==> src/event_irq_pkg.sv <==
// Constants shared by the sensor event interrupt logic
package event_irq_pkg;
  // ----------------------------------------------------------------------
  // Register indices (byte address is four times the index)
  // ----------------------------------------------------------------------
  localparam logic [9:0] IDX_INTERRUPT_CONFIG = 10'h003;
  localparam logic [9:0] IDX_EVENT_MASK       = 10'h004;
  localparam logic [9:0] IDX_EVENT_MODE_A     = 10'h005;
  localparam logic [9:0] IDX_EVENT_MODE_B     = 10'h006;
  localparam logic [9:0] IDX_EVENT_FLAGS      = 10'h021;
  localparam logic [9:0] IDX_SYS_STATUS       = 10'h040;
  localparam logic [9:0] IDX_SYS_CLEAR        = 10'h041;
  localparam logic [9:0] IDX_SYS_ENABLE       = 10'h042;

  // ----------------------------------------------------------------------
  // Field positions
  // ----------------------------------------------------------------------
  localparam int unsigned FLAG_WIDTH         = 5;
  localparam int unsigned POS_ALERT_ENABLE   = 0;
  localparam int unsigned POS_AMBIENT_LO     = 0;
  localparam int unsigned POS_AMBIENT_HI     = 1;
  localparam int unsigned POS_PROX_ONE       = 2;
  localparam int unsigned POS_PROX_TWO       = 3;
  localparam int unsigned POS_PROX_THREE     = 4;
  localparam int unsigned POS_MODE_AMBIENT   = 0;
  localparam int unsigned POS_MODE_PROX_ONE  = 4;
  localparam int unsigned POS_MODE_PROX_TWO  = 6;
  localparam int unsigned POS_MODE_PROX_THREE = 0;
  localparam int unsigned SYS_WIDTH          = 2;
  localparam int unsigned POS_SYS_ALERT_RISE = 0;
  localparam int unsigned POS_SYS_OVERRUN    = 1;

  // ----------------------------------------------------------------------
  // Encodings and reset values
  // ----------------------------------------------------------------------
  localparam logic [1:0] AMBIENT_EVERY_SAMPLE = 2'h1;
  localparam logic [1:0] MODE_EVERY_SAMPLE    = 2'h0;
  localparam logic [7:0] RESET_REG8           = 8'h00;
  localparam logic [4:0] RESET_FLAGS          = 5'h00;
  localparam logic [1:0] RESET_SYS            = 2'h0;
endpackage

==> src/flag_bank_if.sv <==
// Set, clear and state of a bank of sticky flags
`timescale 1ns/1ps
interface flag_bank_if #(parameter int unsigned WIDTH = 5);
  logic [WIDTH-1:0] set;
  logic [WIDTH-1:0] clear;
  logic [WIDTH-1:0] flags;
  logic [WIDTH-1:0] overrun;

  modport bank (input set, input clear, output flags, output overrun);
  modport user (output set, output clear, input flags, input overrun);
endinterface

==> src/sensor_event_interrupt_logic.sv <==
// Event flags, masks and open-drain alert pin with an APB register slave
//
// Summary of operation
// - Alert pin driven only with output enable set
// - Alert condition is mask AND flags
// - Alert asserted while any masked flag is one
// - Writing one to a flag clears it
// - Channel one mask gates its flag setting
// - Channel two mask gates its flag setting
// - Channel three mask gates its flag setting
// - Ambient mask 01 sets ambient flag
// - Mode registers and mask decide flag setting
// - Alert pin active low, pulled low
//
// The APB register port and the placing of the registers were chosen for this implementation.
`timescale 1ns/1ps
module sensor_event_interrupt_logic (
  input  wire logic        clk,
  input  wire logic        reset_n,
  // APB slave
  input  wire logic        psel,
  input  wire logic        penable,
  input  wire logic        pwrite,
  input  wire logic [11:0] paddr,
  input  wire logic [31:0] pwdata,
  output logic      [31:0] prdata,
  output logic             pready,
  output logic             pslverr,
  // Sample completions from the measurement sequencer
  input  wire logic        prox_one_done,
  input  wire logic        prox_two_done,
  input  wire logic        prox_three_done,
  input  wire logic        ambient_done,
  // Open-drain alert pin, active low
  output logic             alert_n_out,
  output logic             alert_n_oe,
  // System interrupt
  output logic             irq
);
  // ----------------------------------------------------------------------
  // Registers
  // ----------------------------------------------------------------------
  logic [7:0] interrupt_config;
  logic [7:0] event_mask;
  logic [7:0] event_mode_a;
  logic [7:0] event_mode_b;
  logic [event_irq_pkg::SYS_WIDTH-1:0] sys_status;
  logic [event_irq_pkg::SYS_WIDTH-1:0] sys_enable;

  flag_bank_if #(.WIDTH(event_irq_pkg::FLAG_WIDTH)) flag_bus ();

  sticky_flag_bank #(
    .WIDTH       (event_irq_pkg::FLAG_WIDTH),
    .RESET_VALUE (event_irq_pkg::RESET_FLAGS)
  ) u_flags (
    .clk     (clk),
    .reset_n (reset_n),
    .port    (flag_bus.bank)
  );

  // ----------------------------------------------------------------------
  // Bus decode
  // ----------------------------------------------------------------------
  logic [9:0] reg_index;
  logic       setup_phase;
  logic       access_done;
  logic       wr_done;
  logic       addr_hit;

  assign reg_index   = paddr[11:2];
  assign setup_phase = psel && !penable;
  assign access_done = psel && penable && pready;
  assign wr_done     = access_done && pwrite && !pslverr;

  always_comb begin
    case (reg_index)
      event_irq_pkg::IDX_INTERRUPT_CONFIG,
      event_irq_pkg::IDX_EVENT_MASK,
      event_irq_pkg::IDX_EVENT_MODE_A,
      event_irq_pkg::IDX_EVENT_MODE_B,
      event_irq_pkg::IDX_EVENT_FLAGS,
      event_irq_pkg::IDX_SYS_STATUS,
      event_irq_pkg::IDX_SYS_CLEAR,
      event_irq_pkg::IDX_SYS_ENABLE: addr_hit = 1'b1;
      default:                       addr_hit = 1'b0;
    endcase
  end

  // Zero wait state: answer rises the cycle after setup, falls after access
  always_ff @(posedge clk) begin
    if (!reset_n) begin
      pready  <= 1'b0;
      pslverr <= 1'b0;
    end else begin
      pready  <= setup_phase;
      pslverr <= setup_phase && !addr_hit;
    end
  end

  // Read data captured at setup so the access phase sees a stable word
  logic [31:0] next_prdata;

  always_comb begin
    next_prdata = 32'h0000_0000;
    case (reg_index)
      event_irq_pkg::IDX_INTERRUPT_CONFIG: next_prdata[7:0] = interrupt_config;
      event_irq_pkg::IDX_EVENT_MASK:       next_prdata[7:0] = event_mask;
      event_irq_pkg::IDX_EVENT_MODE_A:     next_prdata[7:0] = event_mode_a;
      event_irq_pkg::IDX_EVENT_MODE_B:     next_prdata[7:0] = event_mode_b;
      event_irq_pkg::IDX_EVENT_FLAGS:
        next_prdata[event_irq_pkg::FLAG_WIDTH-1:0] = flag_bus.flags;
      event_irq_pkg::IDX_SYS_STATUS:
        next_prdata[event_irq_pkg::SYS_WIDTH-1:0] = sys_status;
      event_irq_pkg::IDX_SYS_ENABLE:
        next_prdata[event_irq_pkg::SYS_WIDTH-1:0] = sys_enable;
      default:                             next_prdata = 32'h0000_0000;
    endcase
  end

  always_ff @(posedge clk) begin
    if (!reset_n) begin
      prdata <= 32'h0000_0000;
    end else if (setup_phase && !pwrite) begin
      prdata <= next_prdata;
    end
  end

  // ----------------------------------------------------------------------
  // Configuration registers
  // ----------------------------------------------------------------------
  always_ff @(posedge clk) begin
    if (!reset_n) begin
      interrupt_config <= event_irq_pkg::RESET_REG8;
    end else if (wr_done && reg_index == event_irq_pkg::IDX_INTERRUPT_CONFIG) begin
      interrupt_config <= pwdata[7:0];
    end
  end

  always_ff @(posedge clk) begin
    if (!reset_n) begin
      event_mask <= event_irq_pkg::RESET_REG8;
    end else if (wr_done && reg_index == event_irq_pkg::IDX_EVENT_MASK) begin
      event_mask <= pwdata[7:0];
    end
  end

  always_ff @(posedge clk) begin
    if (!reset_n) begin
      event_mode_a <= event_irq_pkg::RESET_REG8;
      event_mode_b <= event_irq_pkg::RESET_REG8;
    end else if (wr_done) begin
      if (reg_index == event_irq_pkg::IDX_EVENT_MODE_A) begin
        event_mode_a <= pwdata[7:0];
      end
      if (reg_index == event_irq_pkg::IDX_EVENT_MODE_B) begin
        event_mode_b <= pwdata[7:0];
      end
    end
  end

  // ----------------------------------------------------------------------
  // Flag setting
  // ----------------------------------------------------------------------
  logic [1:0] mode_ambient;
  logic [1:0] mode_prox_one;
  logic [1:0] mode_prox_two;
  logic [1:0] mode_prox_three;
  logic [1:0] ambient_mask;
  logic       prox_one_mask;
  logic       prox_two_mask;
  logic       prox_three_mask;
  logic [event_irq_pkg::FLAG_WIDTH-1:0] next_set;

  assign mode_ambient    = event_mode_a[event_irq_pkg::POS_MODE_AMBIENT +: 2];
  assign mode_prox_one   = event_mode_a[event_irq_pkg::POS_MODE_PROX_ONE +: 2];
  assign mode_prox_two   = event_mode_a[event_irq_pkg::POS_MODE_PROX_TWO +: 2];
  assign mode_prox_three = event_mode_b[event_irq_pkg::POS_MODE_PROX_THREE +: 2];
  assign ambient_mask    = event_mask[event_irq_pkg::POS_AMBIENT_HI:
                                      event_irq_pkg::POS_AMBIENT_LO];
  assign prox_one_mask   = event_mask[event_irq_pkg::POS_PROX_ONE];
  assign prox_two_mask   = event_mask[event_irq_pkg::POS_PROX_TWO];
  assign prox_three_mask = event_mask[event_irq_pkg::POS_PROX_THREE];

  // Threshold modes are outside this block, so a non-zero mode sets nothing
  always_comb begin
    next_set = '0;
    next_set[event_irq_pkg::POS_PROX_ONE] = prox_one_done && prox_one_mask
      && mode_prox_one == event_irq_pkg::MODE_EVERY_SAMPLE;
    next_set[event_irq_pkg::POS_PROX_TWO] = prox_two_done && prox_two_mask
      && mode_prox_two == event_irq_pkg::MODE_EVERY_SAMPLE;
    next_set[event_irq_pkg::POS_PROX_THREE] = prox_three_done && prox_three_mask
      && mode_prox_three == event_irq_pkg::MODE_EVERY_SAMPLE;
    next_set[event_irq_pkg::POS_AMBIENT_LO] = ambient_done
      && ambient_mask == event_irq_pkg::AMBIENT_EVERY_SAMPLE
      && mode_ambient == event_irq_pkg::MODE_EVERY_SAMPLE;
  end

  assign flag_bus.set = next_set;

  // Write one to clear; the written word is masked to the flag width
  assign flag_bus.clear = (wr_done && reg_index == event_irq_pkg::IDX_EVENT_FLAGS)
    ? pwdata[event_irq_pkg::FLAG_WIDTH-1:0] : '0;

  // ----------------------------------------------------------------------
  // Alert pin
  // ----------------------------------------------------------------------
  logic next_alert;

  assign next_alert = interrupt_config[event_irq_pkg::POS_ALERT_ENABLE]
    && |(event_mask[event_irq_pkg::FLAG_WIDTH-1:0] & flag_bus.flags);

  // Open drain: the pin only ever sinks, so its data stays low
  always_ff @(posedge clk) begin
    if (!reset_n) begin
      alert_n_out <= 1'b0;
      alert_n_oe  <= 1'b0;
    end else begin
      alert_n_out <= 1'b0;
      alert_n_oe  <= next_alert;
    end
  end

  // ----------------------------------------------------------------------
  // System interrupt
  // ----------------------------------------------------------------------
  logic [event_irq_pkg::SYS_WIDTH-1:0] sys_event;
  logic [event_irq_pkg::SYS_WIDTH-1:0] sys_clear;

  assign sys_event[event_irq_pkg::POS_SYS_ALERT_RISE] = next_alert && !alert_n_oe;
  assign sys_event[event_irq_pkg::POS_SYS_OVERRUN]    = |flag_bus.overrun;
  assign sys_clear = (wr_done && reg_index == event_irq_pkg::IDX_SYS_CLEAR)
    ? pwdata[event_irq_pkg::SYS_WIDTH-1:0] : '0;

  // Event in the clearing cycle wins so it is not lost
  always_ff @(posedge clk) begin
    if (!reset_n) begin
      sys_status <= event_irq_pkg::RESET_SYS;
    end else begin
      sys_status <= (sys_status & ~sys_clear) | sys_event;
    end
  end

  always_ff @(posedge clk) begin
    if (!reset_n) begin
      sys_enable <= event_irq_pkg::RESET_SYS;
    end else if (wr_done && reg_index == event_irq_pkg::IDX_SYS_ENABLE) begin
      sys_enable <= pwdata[event_irq_pkg::SYS_WIDTH-1:0];
    end
  end

  always_ff @(posedge clk) begin
    if (!reset_n) begin
      irq <= 1'b0;
    end else begin
      irq <= |((sys_status & ~sys_clear | sys_event) & sys_enable);
    end
  end
endmodule

==> src/sticky_flag_bank.sv <==
// Bank of sticky flags, hardware set beats software clear
`timescale 1ns/1ps
module sticky_flag_bank #(
  parameter int unsigned      WIDTH = 5,
  parameter logic [WIDTH-1:0] RESET_VALUE = '0
) (
  input  wire logic clk,
  input  wire logic reset_n,
  flag_bank_if.bank port
);
  // ----------------------------------------------------------------------
  // Flag state
  // ----------------------------------------------------------------------
  logic [WIDTH-1:0] next_flags;

  // Clear only what was written as one; a same-cycle set survives
  assign next_flags = (port.flags & ~port.clear) | port.set;

  always_ff @(posedge clk) begin
    if (!reset_n) begin
      port.flags <= RESET_VALUE;
    end else begin
      port.flags <= next_flags;
    end
  end

  // A set landing on an already pending flag
  assign port.overrun = port.set & port.flags;
endmodule

==> config.mk <==
export PLATFORM = sky130hd
export DESIGN_NAME = sensor_event_interrupt_logic
export DESIGN_NICKNAME = d
export VERILOG_FILES = /design/src/event_irq_pkg.sv /design/src/flag_bank_if.sv /design/src/sensor_event_interrupt_logic.sv /design/src/sticky_flag_bank.sv
export SDC_FILE = /design/constraint.sdc
export NUM_CORES = 1
export LEC_CHECK = 0
export BUFFER_PORTS_ARGS = -buffer_cell sky130_fd_sc_hd__buf_2
export CORE_MARGIN = 8
export CORE_UTILIZATION = 51
export CTS_CLUSTER_SIZE = 28
export DETAILED_ROUTE_END_ITERATION = 8
export PLACE_DENSITY = 0.78
export SLEW_MARGIN = 20
export SYNTH_ARGS = -nofsm -noshare
export SYNTH_HDL_FRONTEND = slang
export SYNTH_SLANG_ARGS = --single-unit
export TNS_END_PERCENT = 50
==> constraint.sdc <==
create_clock -name clk -period 2.55 [get_ports clk]
set_clock_uncertainty 0.15 [all_clocks]
set_input_delay 0.765 -clock clk [delete_from_list [all_inputs] [get_ports clk]]
set_output_delay 0.765 -clock clk [all_outputs]
set_load 0.02 [all_outputs]
==> results of run 1 <==
## where the power goes
part           internal (uW)  leakage, uW  switching [uW]  total (uW)
logic                   48.5     0.000757             102         150
clock network            196    0.0000395             256         452
registers                830     0.000427            1.41         832
## worst reg2reg max path: cells and delay by family, from the launching register on
family | cells | cell delay (ps)
AND/OR/NAND/NOR | 3 | 850
flip-flops | 1 | 330
AO/OA/AOI/OAI | 2 | 520
## layout by cell type (no fill, tap or decap), drive strengths merged, types with 3 or more instances in the layout
cell type | synthesis | layout
a22oi | 8 | 8
nor4 | 6 | 6
nand2 | 32 | 32
dfxtp | 53 | 53
nor2b | 35 | 35
clkbuf | 12 | 8
nor2 | 4 | 4
a21boi | 12 | 12
a222oi | 3 | 3
buf | 29 | 62
a21oi | 5 | 5
conb | 1 | 25
a22o | 3 | 3
nor4bb | 3 | 3
inv | 4 | 4
nor3 | 6 | 6
o21ai | 11 | 11
mux2i | 36 | 36
a31oi | 5 | 5
o21a | 4 | 4
o2bb2ai | 4 | 4
## layer usage
layer | global-route usage, % | up-vias
li1 | - | 1121
met1 | 24.0 | 1051
met2 | 27.6 | 120
met3 | 2.85 | 8
met4 | 4.08 | 0
met5 | 0 | -
## worst paths after layout
path	start	endpoint	slack (ps)	cells after the start
setup / recovery	paddr[6]	irq	300	6
hold / removal	event_mask[7]	event_mask[7]	310	2
setup reg to reg	pready	irq	590	5
hold reg to reg	event_mask[7]	event_mask[7]	310	2
## final cells by class
class	count	area share, %
Multi-Input combinational cell	225	48.3
Timing Repair Buffer	62	12.2
Clock buffer	8	2.54
Sequential cell	53	33.7
Tap cell	70	2.78
Inverter	4	0.477
## sequential cells by signal, indices dropped and copies added (netlist names)
signal,flops
alert_n_oe,1
event_mask,8
event_mode_a,8
event_mode_b,8
interrupt_config,8
irq,1
prdata,8
pready,1
pslverr,1
sys_enable,2
sys_status,2
u_flags.port.flags,5
## through the flow
step	setup slack [ps]	total power [uW]	area [um2]	util, %
finish	296	1430	3150	60.8
global route	152	1490	3150	60.8
CTS	327	1440	3150	60.8
detailed placement	30.3	999	3070	59.3
global placement	47.1	997	3070	59.3
floorplan	139	966	2850	-
## cells by family after synthesis
| family | count (synthesis) | share of synthesized area, % |
|---|---|---|
| and+or+nand+nor | 104 | 23.1 |
| AOI/OAI and AO/OA | 59 | 15.2 |
| DFF | 53 | 38.5 |
| buffers and inverters | 45 | 9.70 |
| muxes | 36 | 13.1 |
| xor gates and xnor gates | 1 | 0.318 |
| other | 1 | 0.136 |
==> metrics.cfg, run 1 <==
[drt]
antenna_left = 0
wl_um = 6820
top_layer = met4
drc = 0
routed-wl-met3_um = 800
wl_met1_um = 2960
viasPerCell = 5.45
wl_per_cell_um = 16.2
drtIter0Drc = 176
drtPass1Iterations = 5
wl_met2_um = 2990
vias = 2300

[synthesis]
synthFlopType = dfxtp_1
synth_edf_count = 0
async_flop_share_pct = 0
synthCells = 299
synth_top_cells_by_count = 53 x dfxtp_1, 36 x mux2i_1, 35 x nor2b_1, 32 x nand2_1, 25 x buf_4
synth_warnings = 0
syn_area_um2 = 2760
synth-seq-cells = 53
yosysSeqAreaShare_pct = 38.5
synth.area.top_cells = dfxtp_1 38%, mux2i_1 13%, nor2b_1 7.9%
synth_area_per_cell_um2 = 9.23
ys_types = 42
synth_top_area_share_pct = 38.5
synth_top_cell_by_area = dfxtp_1
yosysMostFrequentCell = dfxtp_1

[min_path]
hold_class = reg2reg

[sta]
hold_viol = 0
drv_slew = 0
timing.slew.headroom_pct = 67.2
fmax_mhz = 444
setup_viol = 0
rsz0062_at_grt = false
min_period_over_period_pct = 88.4
tightest_slew_ps = 486
period_minus_slack_ps = 2250
worst_hold_slack_ps = 314
setup-tns-final_ps = 0

[placement]
gp_congestion = 0.869
hpwl_um = 5050
io_buffers = 38
place_inst = 414

[cells_and_area]
multi_input_area_um2 = 1520
nets = 404
fin_cells = 422
area_growth_pct = 14.1
final_layout_size_suffix_gt1_share_pct = 20.7
fillerInstances = 460
antenna_cells = 0
regArea_um2 = 1060

[power]
powerDensity_nw_per_um2 = 456
ir_worst_vdd_mv = 0.286
leakagePower_uw = 0.00122

[worst_setup_path]
start_kind = input pin
crit_required_ps = 2580
path_max_fanout = 4
cp.arrival_ps = 2280
crit_path_top_delay_cell = or4_1
cpPeakStageDelay_ps = 430
cpLargestDelayFamily = simple AND/OR/NAND/NOR gates
crit_buf_inv = 1
endpoint_kind = register
path_cells = buf_2, nor3_1, nand3_1, or4_1, a221oi_1, o2bb2ai_1
path_class = in2reg

[outcome]
outcome = completed

[floorplanning]
top_level_ports = 90
die-area_um2 = 8020
die_height_um = 89.6
chipWidth_um = 89.6
rows = 26
start_util_pct = 53.3
coreArea_um2 = 5170

[cts]
cts.sinks = 53
htreeDepth = 2
insertion_delay_ps = 290
cts.path.max_buffers = 2
cts_root_buf = clkbuf_8
cts_setup_buffers = 0
numCtsBuffers = 5
cts-resized-gates = 0
cts-hold-fix-buffers = 0
clk_transition_reported_paths_ps = 90
tritoncts = built

[run]
max_cap_violations = 0

[global_route]
grt_first_pass_wirelength_um = 11100
grt_max_degree = 33
grt_pass1_vias = 2277
overflow = 0
grt_antenna_before_repair = 0
grtUsageTotal_pct = 17.5

No activity file was read; power rests on OpenSTA's default activity.
==> inputs of run 2 (changes only) <==
CORE_ASPECT_RATIO = 0.5   (was unset)
==> run 2 against run 1 <==
Effect of this change: final cell count increased by 0.71%; cell area increased by 0.76%; fmax decreased by 0.86%; non-clock buffer count unchanged; routed wire length increased by 7.5%; register-to-register slack got worse by 100 ps; hold slack improved by 7.5 ps; sequential share of layout area decreased by 0.25 points.
==> metrics.cfg, run 2 (synthesized netlist as in run 1, its figures left out) <==
[drt]
wl_um = 7330  ; +7.5%
antenna_left = 0  ; unchanged
drtIter0Drc = 196  ; +11%
drc = 0  ; unchanged
vias = 2402  ; +4.4%
drtPass1Iterations = 5  ; unchanged
wl_per_cell_um = 17.3  ; +6.8%
viasPerCell = 5.65  ; +3.7%

[sta]
setup_viol = 0  ; unchanged
period_minus_slack_ps = 2270  ; +19.6 ps
min_period_over_period_pct = 89.2  ; +0.77 points
rsz0062_at_grt = false
fin_ws_ps = 276  ; -19.6 ps
drv_slew = 0  ; unchanged
fmax_mhz = 440  ; -0.86%
hold_viol = 0  ; unchanged

[floorplanning]
chipWidth_um = 120  ; +34%
die_height_um = 68.0  ; -24%
coreArea_um2 = 5350  ; +3.4%
start_util_pct = 51.6  ; -1.8 points
die-area_um2 = 8160  ; +1.8%
rows = 19  ; -27%
top_level_ports = 90  ; unchanged

[cells_and_area]
antenna_cells = 0  ; unchanged
fin_cells = 425  ; +0.71%
final_layout_size_suffix_gt1_share_pct = 21.6  ; +0.85 points
layout_common_cells = 53 x dfxtp_1, 38 x buf_2, 36 x mux2i_1, 35 x nor2b_1, 32 x nand2_1
nets = 404  ; unchanged
area_growth_pct = 14.9
final_common_cell = dfxtp_1
stdcell_area_um2 = 3170  ; +0.76%

[cts]
cts_setup_buffers = 0  ; unchanged
cts-resized-gates = 0  ; unchanged
cts-hold-fix-buffers = 0  ; unchanged
cts.path.max_buffers = 2  ; unchanged
tritoncts = built
cts_root_buf = clkbuf_8
htreeDepth = 2  ; unchanged
numCtsBuffers = 5  ; unchanged
insertion_delay_ps = 320  ; +30 ps
cts.sinks = 53  ; unchanged
clk_transition_reported_paths_ps = 100  ; about the same

[placement]
placement.cell_area_um2 = 3070  ; +0.12%
hpwl_um = 5320  ; +5.3%
gp_congestion = 0.859  ; -1.1%
place_inst = 417  ; +0.72%
dp_slack_ps = -10.0  ; -40.3 ps
io_buffers = 38  ; unchanged

[run]
max_cap_violations = 0  ; unchanged

[worst_setup_path]
crit_required_ps = 2590  ; about the same
cp.arrival_ps = 2320  ; +40 ps
start_kind = input pin
path_max_fanout = 4  ; unchanged
endpoint_kind = register
path_class = in2reg

[global_route]
grt_pass1_vias = 2342  ; +2.9%
grtUsageTotal_pct = 18.1  ; +0.60 points
grt_antenna_before_repair = 0  ; unchanged
grt_first_pass_wirelength_um = 11800  ; +6.7%
grt_max_degree = 30  ; -9.1%
overflow = 0  ; unchanged

[power]
leakagePower_uw = 0.00124  ; +1.1%
ir_worst_vdd_mv = 0.265  ; -7.1%
power_uw = 1500  ; +4.5%
powerDensity_nw_per_um2 = 473  ; +3.7%

[min_path]
hold_class = reg2reg

[outcome]
outcome = completed

## run 2: final cells by class
type | count | area, um2
Timing Repair Buffer | 62 | 383
Clock buffer | 6 | 82.6
Multi-Input combinational cell | 225 | 1520
Fill cell | 459 | 2180
Tap cell | 73 | 91.3
Clock inverter | 2 | 17.5
Sequential cell | 53 | 1060
Inverter | 4 | 15.0
## run 2: critical path, stage by stage
cell and delay [ps]:
buf_2 130, nor3_1 260, nand3_1 140, or4_1 440, a221oi_1 450, o2bb2ai_1 130
## run 2: power breakdown
part | switching, uW | internal, uW | total [uW] | leakage [uW]
clock network | 288 | 226 | 514 | 0.0000518
registers | 1.76 | 830 | 832 | 0.000427
logic | 103 | 49.4 | 153 | 0.000758
total | 393 | 1110 | 1500 | 0.00124
## run 2: worst paths after layout
path | cells past startpoint | start | slack (ps) | to
max | 6 | paddr[6] | 280 | irq
max reg2reg | 5 | pready | 490 | irq
min | 2 | event_mask[7] | 320 | event_mask[7]
min reg2reg | 2 | event_mask[7] | 320 | event_mask[7]
## run 2: stage by stage
stage	TNS, ps	utilization (%)	hold WS, ps
after floorplan	0	-	274
after global placement	-9.28	57.4	300
after detailed placement	-10.0	57.4	303
after CTS	0	59.3	323
after global routing	0	59.3	347
final	0	59.3	321
## run 2: metal layers
layer,track usage (%),vias to the layer above,share of wire [%]
li1,-,1114,-
met1,23.1,1164,44
met2,29.4,112,44
met3,4.53,12,10
met4,7.24,0,1.5
met5,0,-,0
==> inputs of run 3 (changes only) <==
BUFFER_PORTS_ARGS = unset   (was -buffer_cell sky130_fd_sc_hd__buf_2)
CORE_UTILIZATION = 60   (was 51)
DONT_BUFFER_PORTS = 1   (was unset)
PLACE_DENSITY = 0.74   (was 0.78)
==> run 3 against run 2 <==
Effect of this change: die area down 12%; sequential power up 0.5%; critical path depth down 1; non-clock buffer count down 47; final cell count down 15%; cell area down 9.3%; power down 5.6%; sequential share of layout area up 3.4 points; first-iteration DRC count down 42%; largest cell class unchanged.
==> metrics.cfg, run 3 (synthesized netlist as in run 1, its figures left out) <==
[cells_and_area]
antenna_cells = 0  ; unchanged
layout_common_cells = 53 x dfxtp_1, 36 x mux2i_1, 35 x nor2b_1, 32 x nand2_1, 25 x conb_1
final_common_cell = dfxtp_1
fin_util_pct = 65.3  ; +6.1 points
nets = 357  ; -12%
fin_cells = 362  ; -15%
area_growth_pct = 4.26
final_layout_size_suffix_gt1_share_pct = 9.51  ; -12 points
stdcell_area_um2 = 2880  ; -9.3%

[cts]
cts.sinks = 53  ; unchanged
tritoncts = built
cts-resized-gates = 0  ; unchanged
numCtsBuffers = 5  ; unchanged
cts-hold-fix-buffers = 0  ; unchanged
cts.path.max_buffers = 2  ; unchanged
clk_transition_reported_paths_ps = 100  ; about the same
cts_setup_buffers = 0  ; unchanged
cts_root_buf = clkbuf_8
insertion_delay_ps = 310  ; about the same
htreeDepth = 2  ; unchanged

[global_route]
overflow = 0  ; unchanged
grt_pass1_vias = 2065  ; -12%
grt_antenna_before_repair = 0  ; unchanged
grt_first_pass_wirelength_um = 10900  ; -7.6%
grtUsageTotal_pct = 18.9  ; +0.84 points
grt_max_degree = 53  ; +77%

[worst_setup_path]
regToRegStartpoint = pslverr
crit_required_ps = 2590  ; about the same
start_kind = input pin
reg2reg_slack_ps = 580  ; +90 ps
endpoint_kind = register
timing.rr.end = irq
cpPeakStageDelay_ps = 700  ; +250 ps
path_cells = nor3_1, nand3_2, or4_1, nand2_1, a21boi_0
path_max_fanout = 8  ; +4
cp.arrival_ps = 2220  ; -100 ps
crit_path_top_delay_cell = or4_1
crit_buf_inv = 0  ; -1
cpLargestDelayFamily = simple AND/OR/NAND/NOR gates
ff2ff_path_depth = 4  ; -1
path_class = in2reg

[power]
internal_power_uw = 1080  ; -2.4%
swShare_pct = 23.8  ; -2.4 points
p_comb_share_pct = 5.7  ; -4.5 points
ir_worst_vdd_mv = 0.259  ; -2.4%
seq_power_share_pct = 59.1  ; +3.6 points
powerDensity_nw_per_um2 = 492  ; +4.1%
leakagePower_uw = 0.00102  ; -17%
p_switching_uw = 336  ; -14%
clock_power_share_pct = 35.2  ; +0.9 points

[floorplanning]
die-area_um2 = 7160  ; -12%
die_height_um = 64.0  ; -6.0%
coreArea_um2 = 4400  ; -18%
chipWidth_um = 112  ; -6.8%
rows = 17  ; -2
start_util_pct = 62.7  ; +11 points
top_level_ports = 90  ; unchanged

[drt]
viasPerCell = 5.87  ; +3.8%
antenna_left = 0  ; unchanged
vias = 2124  ; -12%
wl_um = 6770  ; -7.7%
drc = 0  ; unchanged
drtIter0Drc = 113  ; -42%
drtPass1Iterations = 4  ; -1
wl_per_cell_um = 18.7  ; +8.4%

[sta]
worst_hold_slack_ps = 317  ; -3.90 ps
period_minus_slack_ps = 2180  ; -97.7 ps
fmax_mhz = 460  ; +4.5%
setup_viol = 0  ; unchanged
min_period_over_period_pct = 85.3  ; -3.8 points
setup-tns-final_ps = 0  ; unchanged
rsz0062_at_grt = false
hold_viol = 0  ; unchanged
drv_slew = 0  ; unchanged

[min_path]
hold-path-endpoint = event_mask[6]
worstHoldStart = event_mask[6]
hold_depth = 2  ; unchanged
hold_class = reg2reg

[outcome]
outcome = completed

[placement]
placement.cell_area_um2 = 2780  ; -9.5%
gp_congestion = 0.797  ; -7.3%
place_inst = 354  ; -15%
io_buffers = 0  ; -100%
hpwl_um = 4910  ; -7.8%

[run]
max_cap_violations = 0  ; unchanged

-- run 3: worst max path at each step --
stage,start,endpoint,cells after the start
floorplan,pwrite,irq,6
global placement,paddr[9],event_mask[7],5
detailed placement,paddr[9],event_mask[7],5
CTS,paddr[9],event_mask[1],5
global route,paddr[9],event_mask[2],5
finish,paddr[9],event_mask[1],5
-- run 3: per-stage QoR --
stage | total power [uW] | setup slack (ps)
after floorplan | 966 | 139
after global placement | 933 | 107
after detailed placement | 934 | 31.2
after CTS | 1410 | 374
after global routing | 1470 | 249
final | 1420 | 374
-- run 3: power by group through the flow --
stage | sequential (uW) | clock (uW) | combinational [uW]
floorplan | 856 | 0 | 110
global placement | 856 | 0 | 77.1
detailed placement | 856 | 0 | 78.1
CTS | 837 | 500 | 78.4
global route | 837 | 543 | 87.2
finish | 836 | 497 | 81.2
-- run 3: layout make-up --
type	instances	area (um2)
Multi-Input combinational cell	225	1520
Timing Repair Buffer	15	113
Fill cell	358	1530
Clock buffer	6	82.6
Clock inverter	2	13.8
Sequential cell	53	1060
Tap cell	57	71.3
Inverter	4	15.0
-- run 3: worst register-to-register path, delay by kind of cell, from the launching register on --
family | cells | cell delay, ps
AND/OR/NAND/NOR | 2 | 790
AO/OA/AOI/OAI | 2 | 520
flip-flops | 1 | 400
-- run 3: metal layers --
| metal | vias to the layer above | wire [um] | track usage (%) |
|---|---|---|---|
| met2 | 104 | 2820 | 28.3 |
| met5 | - | 0 | 0 |
| met1 | 988 | 2900 | 24.0 |
| met3 | 8 | 990 | 8.90 |
| met4 | 0 | 59 | 4.89 |
| li1 | 1024 | - | - |
